==> config.mk <==
export PLATFORM = sky130hd
export DESIGN_NAME = tpx_target
export DESIGN_NICKNAME = d
export VERILOG_FILES = /design/src/tpx_pkg.sv /design/src/tpx_target.sv /design/src/tpx_buf.sv
export SDC_FILE = /design/constraint.sdc
export NUM_CORES = 1
export LEC_CHECK = 0
export BUFFER_PORTS_ARGS = -buffer_cell sky130_fd_sc_hd__buf_2
export CAP_MARGIN = 20
export CORE_ASPECT_RATIO = 1.4
export CORE_MARGIN = 2
export CORE_UTILIZATION = 50
export DETAILED_ROUTE_END_ITERATION = 8
export GPL_ROUTABILITY_DRIVEN = 0
export PLACE_DENSITY = 0.77
export SLEW_MARGIN = 20
export SYNTH_ARGS = -nofsm -noshare
export SYNTH_HDL_FRONTEND = slang
export SYNTH_SLANG_ARGS = --single-unit
export TNS_END_PERCENT = 100
==> constraint.sdc <==
create_clock -name clk -period 3.6 [get_ports clk]
set_input_delay 0 -clock clk [delete_from_list [all_inputs] [get_ports clk]]
set_output_delay 0 -clock clk [all_outputs]
set_load 0.005 [all_outputs]
==> src/tpx_pkg.sv <==
package tpx_pkg;

	// Register map
	localparam logic [7:0] CFG_ADDR = 8'h27;
	localparam int unsigned CFG_TMO_OFF_BIT = 7;
	localparam logic [7:0] CFG_RESET = 8'h00;
	localparam logic [7:0] PORT_BASE = 8'h20;
	localparam int unsigned NUM_PORTS = 4;
	localparam int unsigned PORT_LEVEL_BIT = 0;
	localparam int unsigned PORT_DRIVE_BIT = 1;
	localparam logic [7:0] PTR_RESET = 8'h00;
	localparam logic [7:0] EMPTY_READ = 8'hFF;
	localparam logic [7:0] UNMAPPED_READ = 8'h00;

	// Bus target address and byte framing
	localparam logic [6:0] TARGET_ADDR_DEF = 7'h4C;
	localparam logic [3:0] BITS_PER_BYTE = 4'h8;
	localparam logic [3:0] LAST_TX_BIT = 4'h7;

	// Bus timeout
	localparam int unsigned CLK_HZ = 100_000_000;
	localparam int unsigned TMO_MS = 31;
	localparam int unsigned TMO_CYCLES = TMO_MS * (CLK_HZ / 1000);
	localparam int unsigned TMO_W = 22;

	// Read-ahead buffer
	localparam int unsigned BUF_DEPTH = 2;
	localparam int unsigned BYTE_W = 8;

	typedef enum logic [2:0] {
		ST_IDLE = 3'h0,
		ST_RX = 3'h1,
		ST_RX_ACK = 3'h2,
		ST_TX = 3'h3,
		ST_TX_ACK = 3'h4
	} tpx_state_e;

endpackage

==> src/tpx_target.sv <==
module tpx_target #(
	parameter logic [6:0] TARGET_ADDR = tpx_pkg::TARGET_ADDR_DEF,
	parameter int unsigned TIMEOUT_CYCLES = tpx_pkg::TMO_CYCLES
) (
	input wire logic clk,
	input wire logic rstn,
	input wire logic scl_i,
	input wire logic sda_i,
	output logic sda_o,
	output logic sda_oe,
	input wire logic [tpx_pkg::NUM_PORTS-1:0] port_i,
	output logic [tpx_pkg::NUM_PORTS-1:0] port_o,
	output logic [tpx_pkg::NUM_PORTS-1:0] port_oe
);
	localparam int unsigned NP = tpx_pkg::NUM_PORTS;
	localparam logic [tpx_pkg::TMO_W-1:0] TMO_LIMIT = tpx_pkg::TMO_W'(TIMEOUT_CYCLES);

	generate
		if (TIMEOUT_CYCLES < 1 || TIMEOUT_CYCLES >= (1 << tpx_pkg::TMO_W)) begin : g_bad_tmo
			$error("TIMEOUT_CYCLES out of counter range");
		end
		if (NP != 4) begin : g_bad_np
			$error("port count must be four");
		end
	endgenerate

	// Pin synchronisers and line history
	logic scl_m_reg, scl_s_reg, scl_q_reg;
	logic sda_m_reg, sda_s_reg, sda_q_reg;
	logic [NP-1:0] pin_m_reg, pin_s_reg;

	always_ff @(posedge clk or negedge rstn) begin
		if (!rstn) begin
			{scl_m_reg, scl_s_reg, scl_q_reg} <= 3'h7;
			{sda_m_reg, sda_s_reg, sda_q_reg} <= 3'h7;
			pin_m_reg <= '0;
			pin_s_reg <= '0;
		end else begin
			{scl_m_reg, scl_s_reg, scl_q_reg} <= {scl_i, scl_m_reg, scl_s_reg};
			{sda_m_reg, sda_s_reg, sda_q_reg} <= {sda_i, sda_m_reg, sda_s_reg};
			pin_m_reg <= port_i;
			pin_s_reg <= pin_m_reg;
		end
	end

	wire scl_rise = scl_s_reg && !scl_q_reg;
	wire scl_fall = !scl_s_reg && scl_q_reg;
	wire start_det = scl_s_reg && scl_q_reg && sda_q_reg && !sda_s_reg;
	wire stop_det = scl_s_reg && scl_q_reg && !sda_q_reg && sda_s_reg;
	wire line_evt = (scl_s_reg ^ scl_q_reg) || (sda_s_reg ^ sda_q_reg);
	wire line_low = !scl_s_reg || !sda_s_reg;

	// Protocol state
	tpx_pkg::tpx_state_e state_reg, state_next;
	logic [3:0] bit_cnt_reg, bit_cnt_next;
	logic [7:0] shift_reg, shift_next;
	logic [7:0] tx_reg, tx_next;
	logic [7:0] ptr_reg, ptr_next;
	logic [7:0] fetch_ptr_reg;
	logic got_addr_reg, got_addr_next;
	logic got_cmd_reg, got_cmd_next;
	logic rd_mode_reg, rd_mode_next;
	logic nack_reg, nack_next;
	logic sda_oe_reg, sda_oe_next;
	logic sda_o_reg;
	logic [7:0] cfg_reg;
	logic [tpx_pkg::TMO_W-1:0] tmo_cnt_reg, tmo_cnt_next;
	logic [NP-1:0] port_o_reg, port_oe_reg;
	logic reg_we, pop, flush, load_tx;

	// Timeout
	wire tmo_en = !cfg_reg[tpx_pkg::CFG_TMO_OFF_BIT];
	wire busy = state_reg != tpx_pkg::ST_IDLE;
	wire tmo_hit = tmo_en && (tmo_cnt_reg == TMO_LIMIT);
	wire tmo_clear = tmo_hit || !tmo_en || !busy || line_evt || start_det || stop_det || !line_low;

	assign tmo_cnt_next = tmo_clear ? '0 : tmo_cnt_reg + tpx_pkg::TMO_W'(1);

	// Read-ahead buffer between register file and shifter
	logic buf_in_ready, buf_out_valid;
	logic [7:0] buf_out_data;
	wire push_valid = rd_mode_reg && busy && state_reg != tpx_pkg::ST_RX && !flush;
	wire rd_is_cfg = fetch_ptr_reg == tpx_pkg::CFG_ADDR;
	wire rd_is_port = fetch_ptr_reg >= tpx_pkg::PORT_BASE && fetch_ptr_reg < tpx_pkg::PORT_BASE + 8'(NP);
	wire [1:0] rd_port_idx = 2'(fetch_ptr_reg - tpx_pkg::PORT_BASE);
	wire [7:0] port_view [NP];
	wire [7:0] rd_data = rd_is_cfg ? cfg_reg : rd_is_port ? port_view[rd_port_idx] : tpx_pkg::UNMAPPED_READ;
	wire addr_hit = shift_reg[7:1] == TARGET_ADDR;
	wire rd_dir = shift_reg[0];

	tpx_buf #(
		.WIDTH(tpx_pkg::BYTE_W),
		.DEPTH(tpx_pkg::BUF_DEPTH)
	) u_buf (
		.clk(clk),
		.rstn(rstn),
		.flush(flush),
		.in_valid(push_valid),
		.in_ready(buf_in_ready),
		.in_data(rd_data),
		.out_valid(buf_out_valid),
		.out_ready(pop),
		.out_data(buf_out_data)
	);

	always_comb begin
		state_next = state_reg;
		bit_cnt_next = bit_cnt_reg;
		shift_next = shift_reg;
		tx_next = tx_reg;
		ptr_next = ptr_reg;
		got_addr_next = got_addr_reg;
		got_cmd_next = got_cmd_reg;
		rd_mode_next = rd_mode_reg;
		nack_next = nack_reg;
		sda_oe_next = sda_oe_reg;
		reg_we = 1'b0;
		flush = 1'b0;
		load_tx = 1'b0;
		if (tmo_hit) begin
			state_next = tpx_pkg::ST_IDLE;
			sda_oe_next = 1'b0;
		end else if (start_det) begin
			state_next = tpx_pkg::ST_RX;
			bit_cnt_next = 4'h0;
			got_addr_next = 1'b0;
			got_cmd_next = 1'b0;
			rd_mode_next = 1'b0;
			sda_oe_next = 1'b0;
		end else if (stop_det) begin
			state_next = tpx_pkg::ST_IDLE;
			sda_oe_next = 1'b0;
		end else begin
			unique case (state_reg)
				tpx_pkg::ST_IDLE: begin
				end
				tpx_pkg::ST_RX: begin
					if (scl_rise) begin
						shift_next = {shift_reg[6:0], sda_s_reg};
						bit_cnt_next = bit_cnt_reg + 4'h1;
					end else if (scl_fall && bit_cnt_reg == tpx_pkg::BITS_PER_BYTE) begin
						if (!got_addr_reg) begin
							if (addr_hit) begin
								got_addr_next = 1'b1;
								rd_mode_next = rd_dir;
								flush = rd_dir;
								state_next = tpx_pkg::ST_RX_ACK;
								sda_oe_next = 1'b1;
							end else begin
								state_next = tpx_pkg::ST_IDLE;
							end
						end else if (!got_cmd_reg) begin
							got_cmd_next = 1'b1;
							ptr_next = shift_reg;
							state_next = tpx_pkg::ST_RX_ACK;
							sda_oe_next = 1'b1;
						end else begin
							reg_we = 1'b1;
							ptr_next = ptr_reg + 8'h01;
							state_next = tpx_pkg::ST_RX_ACK;
							sda_oe_next = 1'b1;
						end
					end
				end
				tpx_pkg::ST_RX_ACK: begin
					if (scl_fall) begin
						bit_cnt_next = 4'h0;
						sda_oe_next = 1'b0;
						if (rd_mode_reg) begin
							load_tx = 1'b1;
						end else begin
							state_next = tpx_pkg::ST_RX;
						end
					end
				end
				tpx_pkg::ST_TX: begin
					if (scl_fall) begin
						if (bit_cnt_reg == tpx_pkg::LAST_TX_BIT) begin
							state_next = tpx_pkg::ST_TX_ACK;
							sda_oe_next = 1'b0;
						end else begin
							tx_next = {tx_reg[6:0], 1'b1};
							sda_oe_next = !tx_reg[6];
							bit_cnt_next = bit_cnt_reg + 4'h1;
						end
					end
				end
				tpx_pkg::ST_TX_ACK: begin
					if (scl_rise) begin
						nack_next = sda_s_reg;
					end else if (scl_fall) begin
						if (nack_reg) begin
							state_next = tpx_pkg::ST_IDLE;
						end else begin
							load_tx = 1'b1;
						end
					end
				end
				default: begin
					state_next = tpx_pkg::ST_IDLE;
					sda_oe_next = 1'b0;
				end
			endcase
		end
		if (load_tx) begin
			tx_next = buf_out_valid ? buf_out_data : tpx_pkg::EMPTY_READ;
			sda_oe_next = !tx_next[7];
			ptr_next = ptr_reg + 8'h01;
			bit_cnt_next = 4'h0;
			state_next = tpx_pkg::ST_TX;
		end
	end

	assign pop = load_tx && buf_out_valid;

	always_ff @(posedge clk or negedge rstn) begin
		if (!rstn) begin
			state_reg <= tpx_pkg::ST_IDLE;
			bit_cnt_reg <= 4'h0;
			shift_reg <= 8'h00;
			tx_reg <= 8'hFF;
			ptr_reg <= tpx_pkg::PTR_RESET;
			{got_addr_reg, got_cmd_reg, rd_mode_reg, nack_reg} <= 4'h0;
			sda_oe_reg <= 1'b0;
			sda_o_reg <= 1'b0;
			tmo_cnt_reg <= '0;
		end else begin
			state_reg <= state_next;
			bit_cnt_reg <= bit_cnt_next;
			shift_reg <= shift_next;
			tx_reg <= tx_next;
			ptr_reg <= ptr_next;
			{got_addr_reg, got_cmd_reg, rd_mode_reg, nack_reg} <= {got_addr_next, got_cmd_next, rd_mode_next, nack_next};
			sda_oe_reg <= sda_oe_next;
			sda_o_reg <= 1'b0;
			tmo_cnt_reg <= tmo_cnt_next;
		end
	end

	// Read-ahead pointer follows the stored pointer at each read address
	wire fetch_adv = push_valid && buf_in_ready;

	always_ff @(posedge clk or negedge rstn) begin
		if (!rstn) begin
			fetch_ptr_reg <= tpx_pkg::PTR_RESET;
		end else if (flush) begin
			fetch_ptr_reg <= ptr_reg;
		end else if (fetch_adv) begin
			fetch_ptr_reg <= fetch_ptr_reg + 8'h01;
		end
	end

	always_ff @(posedge clk or negedge rstn) begin
		if (!rstn) begin
			cfg_reg <= tpx_pkg::CFG_RESET;
		end else if (reg_we && ptr_reg == tpx_pkg::CFG_ADDR) begin
			cfg_reg <= shift_reg;
		end
	end

	// One register per port, so a write touches a single port
	genvar gi;
	generate
		for (gi = 0; gi < NP; gi++) begin : g_port
			wire port_sel = reg_we && ptr_reg == tpx_pkg::PORT_BASE + 8'(gi);
			always_ff @(posedge clk or negedge rstn) begin
				if (!rstn) begin
					port_o_reg[gi] <= 1'b0;
					port_oe_reg[gi] <= 1'b0;
				end else if (port_sel) begin
					port_o_reg[gi] <= shift_reg[tpx_pkg::PORT_LEVEL_BIT];
					port_oe_reg[gi] <= shift_reg[tpx_pkg::PORT_DRIVE_BIT];
				end
			end
			assign port_view[gi] = {pin_s_reg[gi], 5'h00, port_oe_reg[gi], port_o_reg[gi]};
		end
	endgenerate

	assign sda_o = sda_o_reg;
	assign sda_oe = sda_oe_reg;
	assign port_o = port_o_reg;
	assign port_oe = port_oe_reg;

	a_idle_release: assert property (@(posedge clk) disable iff (!rstn)
		state_reg == tpx_pkg::ST_IDLE |-> !sda_oe_reg)
		else $error("data line driven while idle");

	a_idle_wake_start: assert property (@(posedge clk) disable iff (!rstn)
		(state_reg == tpx_pkg::ST_IDLE ##1 state_reg != tpx_pkg::ST_IDLE) |-> $past(start_det))
		else $error("left idle without a START");

	a_timeout_reset: assert property (@(posedge clk) disable iff (!rstn)
		tmo_hit |=> state_reg == tpx_pkg::ST_IDLE && !sda_oe_reg && tmo_cnt_reg == '0)
		else $error("timeout did not reset interface");

	a_tmo_disabled: assert property (@(posedge clk) disable iff (!rstn)
		cfg_reg[tpx_pkg::CFG_TMO_OFF_BIT] |=> tmo_cnt_reg == '0)
		else $error("timeout counted while disabled");

	a_tmo_clears_edge: assert property (@(posedge clk) disable iff (!rstn)
		(busy && line_evt) |=> tmo_cnt_reg == '0)
		else $error("timeout counter kept running over a line edge");

	a_tmo_stuck_low: assert property (@(posedge clk) disable iff (!rstn)
		(tmo_cnt_reg == TMO_LIMIT - tpx_pkg::TMO_W'(1) && tmo_en && !tmo_clear) |=> ##1 state_reg == tpx_pkg::ST_IDLE)
		else $error("stuck line not timed out");

	a_ptr_advance: assert property (@(posedge clk) disable iff (!rstn)
		load_tx |=> ptr_reg == 8'($past(ptr_reg) + 8'h01))
		else $error("pointer not advanced after a read byte");

	a_read_first: assert property (@(posedge clk) disable iff (!rstn)
		flush |=> fetch_ptr_reg == $past(ptr_reg))
		else $error("read does not start at the stored pointer");

	a_cmd_only: assert property (@(posedge clk) disable iff (!rstn)
		(got_addr_reg && !got_cmd_reg) |-> !reg_we)
		else $error("command byte wrote a register");

	a_addr_match: assert property (@(posedge clk) disable iff (!rstn)
		$rose(got_addr_reg) |-> shift_reg[7:1] == TARGET_ADDR && sda_oe_reg)
		else $error("acknowledged a foreign address");

	a_one_port: assert property (@(posedge clk) disable iff (!rstn)
		$onehot0((port_o_reg ^ $past(port_o_reg)) | (port_oe_reg ^ $past(port_oe_reg))))
		else $error("several ports changed in one write");

	c_read_byte: cover property (@(posedge clk) disable iff (!rstn) pop && rd_is_cfg);
	c_timeout: cover property (@(posedge clk) disable iff (!rstn) tmo_hit);
	c_port_write: cover property (@(posedge clk) disable iff (!rstn) reg_we && ptr_reg == tpx_pkg::PORT_BASE);
	c_buf_full: cover property (@(posedge clk) disable iff (!rstn) rd_mode_reg && !buf_in_ready);

endmodule

==> src/tpx_buf.sv <==
module tpx_buf #(
	parameter int unsigned WIDTH = tpx_pkg::BYTE_W,
	parameter int unsigned DEPTH = tpx_pkg::BUF_DEPTH
) (
	input wire logic clk,
	input wire logic rstn,
	input wire logic flush,
	input wire logic in_valid,
	output logic in_ready,
	input wire logic [WIDTH-1:0] in_data,
	output logic out_valid,
	input wire logic out_ready,
	output logic [WIDTH-1:0] out_data
);
	localparam int unsigned AW = (DEPTH > 1) ? $clog2(DEPTH) : 1;

	generate
		if (DEPTH < 2 || (DEPTH & (DEPTH - 1)) != 0) begin : g_bad_depth
			$error("tpx_buf depth must be a power of two, at least 2");
		end
	endgenerate

	logic [WIDTH-1:0] mem_reg [DEPTH];
	logic [AW-1:0] wr_idx_reg;
	logic [AW-1:0] rd_idx_reg;
	logic [AW:0] cnt_reg;

	wire push = in_valid && in_ready;
	wire pop = out_valid && out_ready;

	assign in_ready = cnt_reg != (AW + 1)'(DEPTH);
	assign out_valid = cnt_reg != '0;
	assign out_data = mem_reg[rd_idx_reg];

	always_ff @(posedge clk) begin
		if (push) begin
			mem_reg[wr_idx_reg] <= in_data;
		end
	end

	always_ff @(posedge clk or negedge rstn) begin
		if (!rstn) begin
			wr_idx_reg <= '0;
			rd_idx_reg <= '0;
			cnt_reg <= '0;
		end else if (flush) begin
			wr_idx_reg <= '0;
			rd_idx_reg <= '0;
			cnt_reg <= '0;
		end else begin
			wr_idx_reg <= wr_idx_reg + AW'(push);
			rd_idx_reg <= rd_idx_reg + AW'(pop);
			cnt_reg <= cnt_reg + (AW + 1)'(push) - (AW + 1)'(pop);
		end
	end

	a_buf_no_overflow: assert property (@(posedge clk) disable iff (!rstn)
		cnt_reg <= (AW + 1)'(DEPTH))
		else $error("buffer count above depth");

endmodule

; Word-level counts from Yosys, hierarchy flattened
; Memory sizes are Yosys's and may differ from the RTL's.
; Index checks and enable logic that the tools add are counted.
[word_totals]
regBits = 99
latch_bits = 0
ramBits = 16
mem_bits_ro = 0
inputBits = 8
out_inout_bits = 10
elab_cells = 268
mem_count = 1
[classes]
addsub = 9
mul = 0
div_mod_pow = 0
magnitude_cmp = 3
eq_ne = 41
shifts = 0
muxes = 112
n_bitwise = 6
n_reduce_logical = 64
[memory_table]
columns = name, words, word_bits, rd, rd_ports_with_merged_regs, wr, line_no
row1 = u_buf.mem_reg, 2, 8, 1, 0, 1, tpx_buf.sv:23  ; logic [WIDTH-1:0] mem_reg [DEPTH];
[ops]
columns = operator, count
row1 = 8-bit two-way mux, 16
row2 = 1-bit two-way mux, 59
row3 = "6-bit != test, second input constant", 9
row4 = 7-bit two-way mux, 7
row5 = "8-bit by 6-bit == test with 1-bit output, second input constant", 6
row6 = 3-bit two-way mux, 14
row7 = 4-bit two-way mux, 8
row8 = "22-bit by 1-bit adder with 22-bit output, second input constant", 1
row9 = "22-bit == test, second input constant", 1
row10 = 22-bit two-way mux, 1
row11 = 2-bit nonzero test, 11
row12 = 1-bit logical AND, 21
row13 = 7-bit AND reduction, 3
row14 = 6-bit AND reduction, 3
row15 = "8-bit by 1-bit adder with 8-bit output, second input constant", 2
row16 = 8-bit binary-select mux with 2-bit select, 1
row17 = "4-bit != test, second input constant", 4
row18 = 3-bit case mux with 5 select lines, 1
row19 = 5-bit AND reduction, 3
row20 = 4-bit case mux with 3 select lines, 1
row21 = 1-bit zero test, 10
row22 = "2-bit != test, second input constant", 5
row23 = 10-bit AND reduction, 1
row24 = "8-bit by 6-bit >= comparator with 1-bit output, second input constant", 1
row25 = 30 further kinds, 46

; Depth between registers and ports, before layout
[logic_depth]
word_depth = 15
depth_mapped = 14
mapped_depth_nobuf = 13

; Modules after synthesis
; A second synthesis with hierarchy kept.
[hier_totals]
hier_cells = 540
hier_area_um2 = 5940.7
[modules_own_cells]
columns = mod, instances, cells_per_inst, area_per_inst_um2, seq_area_each_um2
row1 = tpx_target, 1, 493, 5119.9, 2393.5
row2 = tpx_buf, 1, 47, 820.8, 580.6

; Least setup slack after synthesis
; OpenSTA, ideal clock, no wires.
[synth_path]
path_kind = register -> register
start = register scl_q_reg
end = register u_buf.cnt_reg[1]
setup_time_ps = 119
t_arrival_ps = 2910
t_required_ps = 3481
setup_slack_ps = 571
path_stages_with_launch = 15
path_buffers = 1
period_less_slack_ps = 3029
path_cell_list = dfstp_2 -> inv_1 -> ha_1 -> or4b_4 -> a21oi_2 -> nand2_1 -> or3_1 -> buf_6 -> clkinv_4 -> ha_1 -> inv_1 -> ha_1 -> xor2_1 -> xnor2_1 -> nor2_1
[synth_between]
elab_chain_cells = 14
word_cells_on_any_way = 30
classes_between = add/sub (2) / mux (14) / reduce/logical (14)
[synth_lines]
columns = item, line_no
row1 = from (decl), tpx_target.sv:28  ; logic scl_m_reg, scl_s_reg, scl_q_reg;
row2 = from (signal assigned), tpx_target.sv:39  ; {scl_m_reg, scl_s_reg, scl_q_reg} <= {scl_i, scl_m_reg, scl_s_reg};
row3 = 1-bit logical AND, tpx_target.sv:47  ; wire scl_fall = !scl_s_reg && scl_q_reg;
row4 = 1-bit logical AND, tpx_target.sv:141  ; end else if (scl_fall && bit_cnt_reg == tpx_pkg::BITS_PER_BYTE) begin
row5 = 1-bit two-way mux, tpx_target.sv:141
row6 = 1-bit two-way mux, tpx_target.sv:138  ; if (scl_rise) begin
row7 = 1-bit two-way mux, tpx_target.sv:134  ; unique case (state_reg)
row8 = 1-bit two-way mux, tpx_target.sv:130  ; end else if (stop_det) begin
row9 = 1-bit two-way mux, tpx_target.sv:123  ; end else if (start_det) begin
row10 = 1-bit two-way mux, tpx_target.sv:120  ; if (tmo_hit) begin
row11 = 1-bit zero test, tpx_target.sv:82  ; wire push_valid = rd_mode_reg && busy && state_reg != tpx_pkg::ST_RX && !flush;
row12 = 1-bit logical AND, tpx_target.sv:82
row13 = 1-bit logical AND, tpx_buf.sv:28  ; wire push = in_valid && in_ready;
row14 = 2-bit by 1-bit adder with 2-bit output, tpx_buf.sv:53  ; cnt_reg <= cnt_reg + (AW + 1)'(push) - (AW + 1)'(pop);
row15 = 2-bit by 1-bit subtractor with 2-bit output, tpx_buf.sv:53
row16 = 2-bit two-way mux *, tpx_buf.sv:46  ; end else if (flush) begin
row17 = to (signal assigned), tpx_buf.sv:53
row18 = to (decl), tpx_buf.sv:26  ; logic [AW:0] cnt_reg;
; Every way passes the cells marked *; elsewhere a longest branch is shown, timed or not.
; A chain may end at the register's enable or synchronous reset.

; Final worst setup path
; Same ends and word-level chain as after synthesis.

==> impl_metrics.yaml <==
status:
  run_status: "finished clean"
critical_path:
  cp-start-kind: "flip-flop"
  worst_ep_required_time_ps: 3900
  endpoint_kind: "flip-flop"
  worstPathCellList: "inv_1, ha_1, or4b_4, a21oi_2, nand2_1, or3_1, clkinv_4, ha_1, inv_1, ha_1, xor2_1, xnor2_1, nor2_1"
  worst-path-buf-inv: 3
  worst-path-stages: 13
  arrival_ps: 3630
  worstReg2RegStart: "scl_q_reg$_DFF_PN1_"
  worst_path_most_repeated_cell: "ha_1"
  cp_slowest_cell: "or4b_4"
  crit_fanout: 7
  crit_path_max_incr_delay_ps: 550
  crit_family: "simple AND/OR/NAND/NOR gates"
  cp-endpoint: "u_buf.cnt_reg[1]$_DFF_PN0_"
  crit_type: "reg2reg"
  setup.worst_path.start: "scl_q_reg$_DFF_PN1_"
  r2r-end: "u_buf.cnt_reg[1]$_DFF_PN0_"
  reg2regPathDepth: 13
  reg2reg_slack_ps: 270
hold_path:
  holdCritPathClass: "in2reg"
  hold_depth: 2
placed_design:
  hpwl_microns: 8100
  place_area_sq_um: 5950
  io_buffers: 16
layout:
  diodes: 0
  area_delta_synth_final_pct: 15.4
  final_area_sq_um: 6650
  drive_gt1_share_pct: 22.0
  largest_reg_flops: 22
  final_nets: 565
sta:
  fin_crit_sh_pct: 92.5
  setup_viol_count_final: 0
  hold_viol_final: 0
  slew_headroom_pct: 36.8
  tns_ps: 0
  clock_skew_ps: 5.24
  clock.fmax_mhz: 300
  holdWs_ps: 226
  tightest_slew_ps: 948
  layout_min_cycle_time_ps: 3330
  slew_viol_final: 0
  grt_setup_unrepaired: "no"
cts:
  clk_latency_ps: 410
  htreeDepth: 4
  clkSinkCount: 115
  clk_pin_slew_worst_paths_ps: 60
  numCtsBuffers: 17
  cts_setup_buffers: 0
  ctsRootBufferMaster: "clkbuf_16"
  cts_max_path_buffers: 2
  cts_tree: "done"
routing:
  wl_per_cell_microns: 16.9
  drtIter0Drc: 542
  avgViaCountPerCell: 5.81
  dr_total_vias: 4060
  drt-total-wl_microns: 11800
  drcViolationCount: 0
  drtAntennaViolNets: 0
  drt-pass1-iter-count: 5
run:
  drv_cap: 0
logic_synthesis:
  synth_ff_type: "dfrtp_1"
  syn_nets: 541
  synth.cell_area_sq_um: 5760
  ys_warn_count: 0
  synth-edff-count: 16
  async_flop_share_pct: 86.1
  syn_avg_cell_area_sq_um: 11.1
  ys_types: 73
  ys_ff_latch: 115
  yosysSeqAreaShare_pct: 51.7
  netlist_instances: 518
floorplanning:
  die-height_microns: 131
  start_util_pct: 51.0
  die-area_sq_um: 12400
  coreArea_sq_um: 11300
  die_w_microns: 94.7
  rows: 46
  io_pins: 18
global_routing:
  grt_max_degree: 75
  antenna_found_initial: 0
  use_met3_pct: 4.59
  grt_pass1_vias: 4075
  grt_usage_pct: 21.0
  gr-max-usage-layer: "met2"
  met2_usage_pct: 37.9
  gr-total-overflow: 0
  grt_pass1_wl_microns: 20100
  use_met1_pct: 24.5
power_and_ir_drop:
  peakVddDrop_mv: 0.423
  p_leak_nw: 2.82
  totalPowerFinal_mw: 3.20
  power_density_nw_per_um2: 481
## layout by cell type (no fill, tap or decap), types with 4 or more instances in the layout
cell,n
nand3b_1,5
nand4_1,11
clkinv_4,5
dlygate4sd3_1,7
nor2b_1,6
nor3_1,4
dfstp_2,13
inv_1,25
nor2_1,56
and2_1,6
a21oi_1,21
nand2b_1,5
clkbuf_16,19
xor2_1,15
nand3_1,18
or3_1,4
buf_2,15
mux2_2,33
o21ai_0,17
and3_1,16
buf_4,5
ha_1,15
nand2_1,20
o22ai_1,11
edfxtp_1,16
nor4_1,4
mux2i_1,4
clkinvlp_4,4
dfrtp_1,86
xnor2_1,13
nand4b_1,6
## timing repair
item | in CTS | in global routing
hold buffers | 7 | 0
endpoints found under the hold margin | 66 | 0
resized for setup | 0 | 0
## logic make-up (layout without fill, tap and decap cells)
family,Yosys count,count (layout),synth area share (%)
xor+xnor,28,28,4.26
flops,115,115,51.7
buf+inv,48,85,3.72
compound gates,87,87,10.6
fa+ha+maj,15,15,3.26
simple gates,183,183,18.0
other cells,1,1,0.0651
mux,41,41,8.52
## worst min-delay path by stage
stage,slack [ps],end,from
after floorplan,-300,bit_cnt_reg[0]$_DFFE_PN0P_,rstn
after global placement,100,sda_m_reg$_DFF_PN1_,sda_i
after global routing,230,pin_m_reg[2]$_DFF_PN0_,port_i[2]
final,230,sda_m_reg$_DFF_PN1_,sda_i
after detailed placement,110,sda_m_reg$_DFF_PN1_,sda_i
after CTS,210,pin_m_reg[1]$_DFF_PN0_,port_i[1]
## Yosys cell counts (3+ instances only)
cell,count,area (sq um)
nor2_1,56,210
mux2i_1,4,40.0
nor4_1,4,25.0
nand2b_1,5,31.3
nand2_1,20,75.1
a21oi_1,21,105
nand4_1,11,68.8
xnor2_1,13,114
xor2_1,15,131
clkbuf_1,13,48.8
a31oi_1,3,18.8
o31ai_1,3,22.5
nand4b_1,6,52.6
mux2_2,33,372
dfrtp_1,86,2150
o21ai_0,17,85.1
o221a_2,3,33.8
and3_1,16,100
dfstp_2,13,342
and2_1,6,37.5
nand3b_1,5,37.5
nor3_1,4,20.0
o22ai_1,11,68.8
a21o_1,3,22.5
nor2b_1,6,37.5
ha_1,15,188
mux4_2,3,67.6
inv_1,25,93.8
edfxtp_1,16,480
nand3_1,18,90.1
buf_2,5,25.0
or3_1,4,25.0
a221o_1,3,30.0
## final cells by class
type                            count  area [sq um]
Inverter                           26           103
Multi-Input combinational cell    355          2580
Sequential cell                   115          2970
Tap cell                          144           180
Fill cell                         909          4640
Clock buffer                       19           475
Clock inverter                     13           148
Timing Repair Buffer               27           183
## layer usage
layer	up-vias	share of wire, %
met5	-	0
met4	0	1.3
met3	17	3.3
met2	100	55
met1	2009	40
li1	1934	-
## worst register-to-register path: stages, from the launching register on
cell and delay (ps):
dfstp_2 540, inv_1 40, ha_1 260, or4b_4 550, a21oi_2 170, nand2_1 160, or3_1 530, clkinv_4 110
ha_1 220, inv_1 60, ha_1 170, xor2_1 190, xnor2_1 140, nor2_1 50
## stage by stage
stage	worst slack (ps)	util, %	std cells
after detailed placement	316	52.8	660
after global routing	39.9	58.9	699
after global placement	438	52.8	660
after CTS	291	58.9	699
after floorplan	571	-	518
final	271	58.9	699
## power by group
part | leakage [nW] | switching, mW | internal (mW)
clock | 0.292 | 0.611 | 1.11
sequential | 1.42 | 0.0306 | 1.34
combinational | 1.11 | 0.0631 | 0.0445
total | 2.82 | 0.704 | 2.49
No activity file was read; power rests on OpenSTA's default activity.
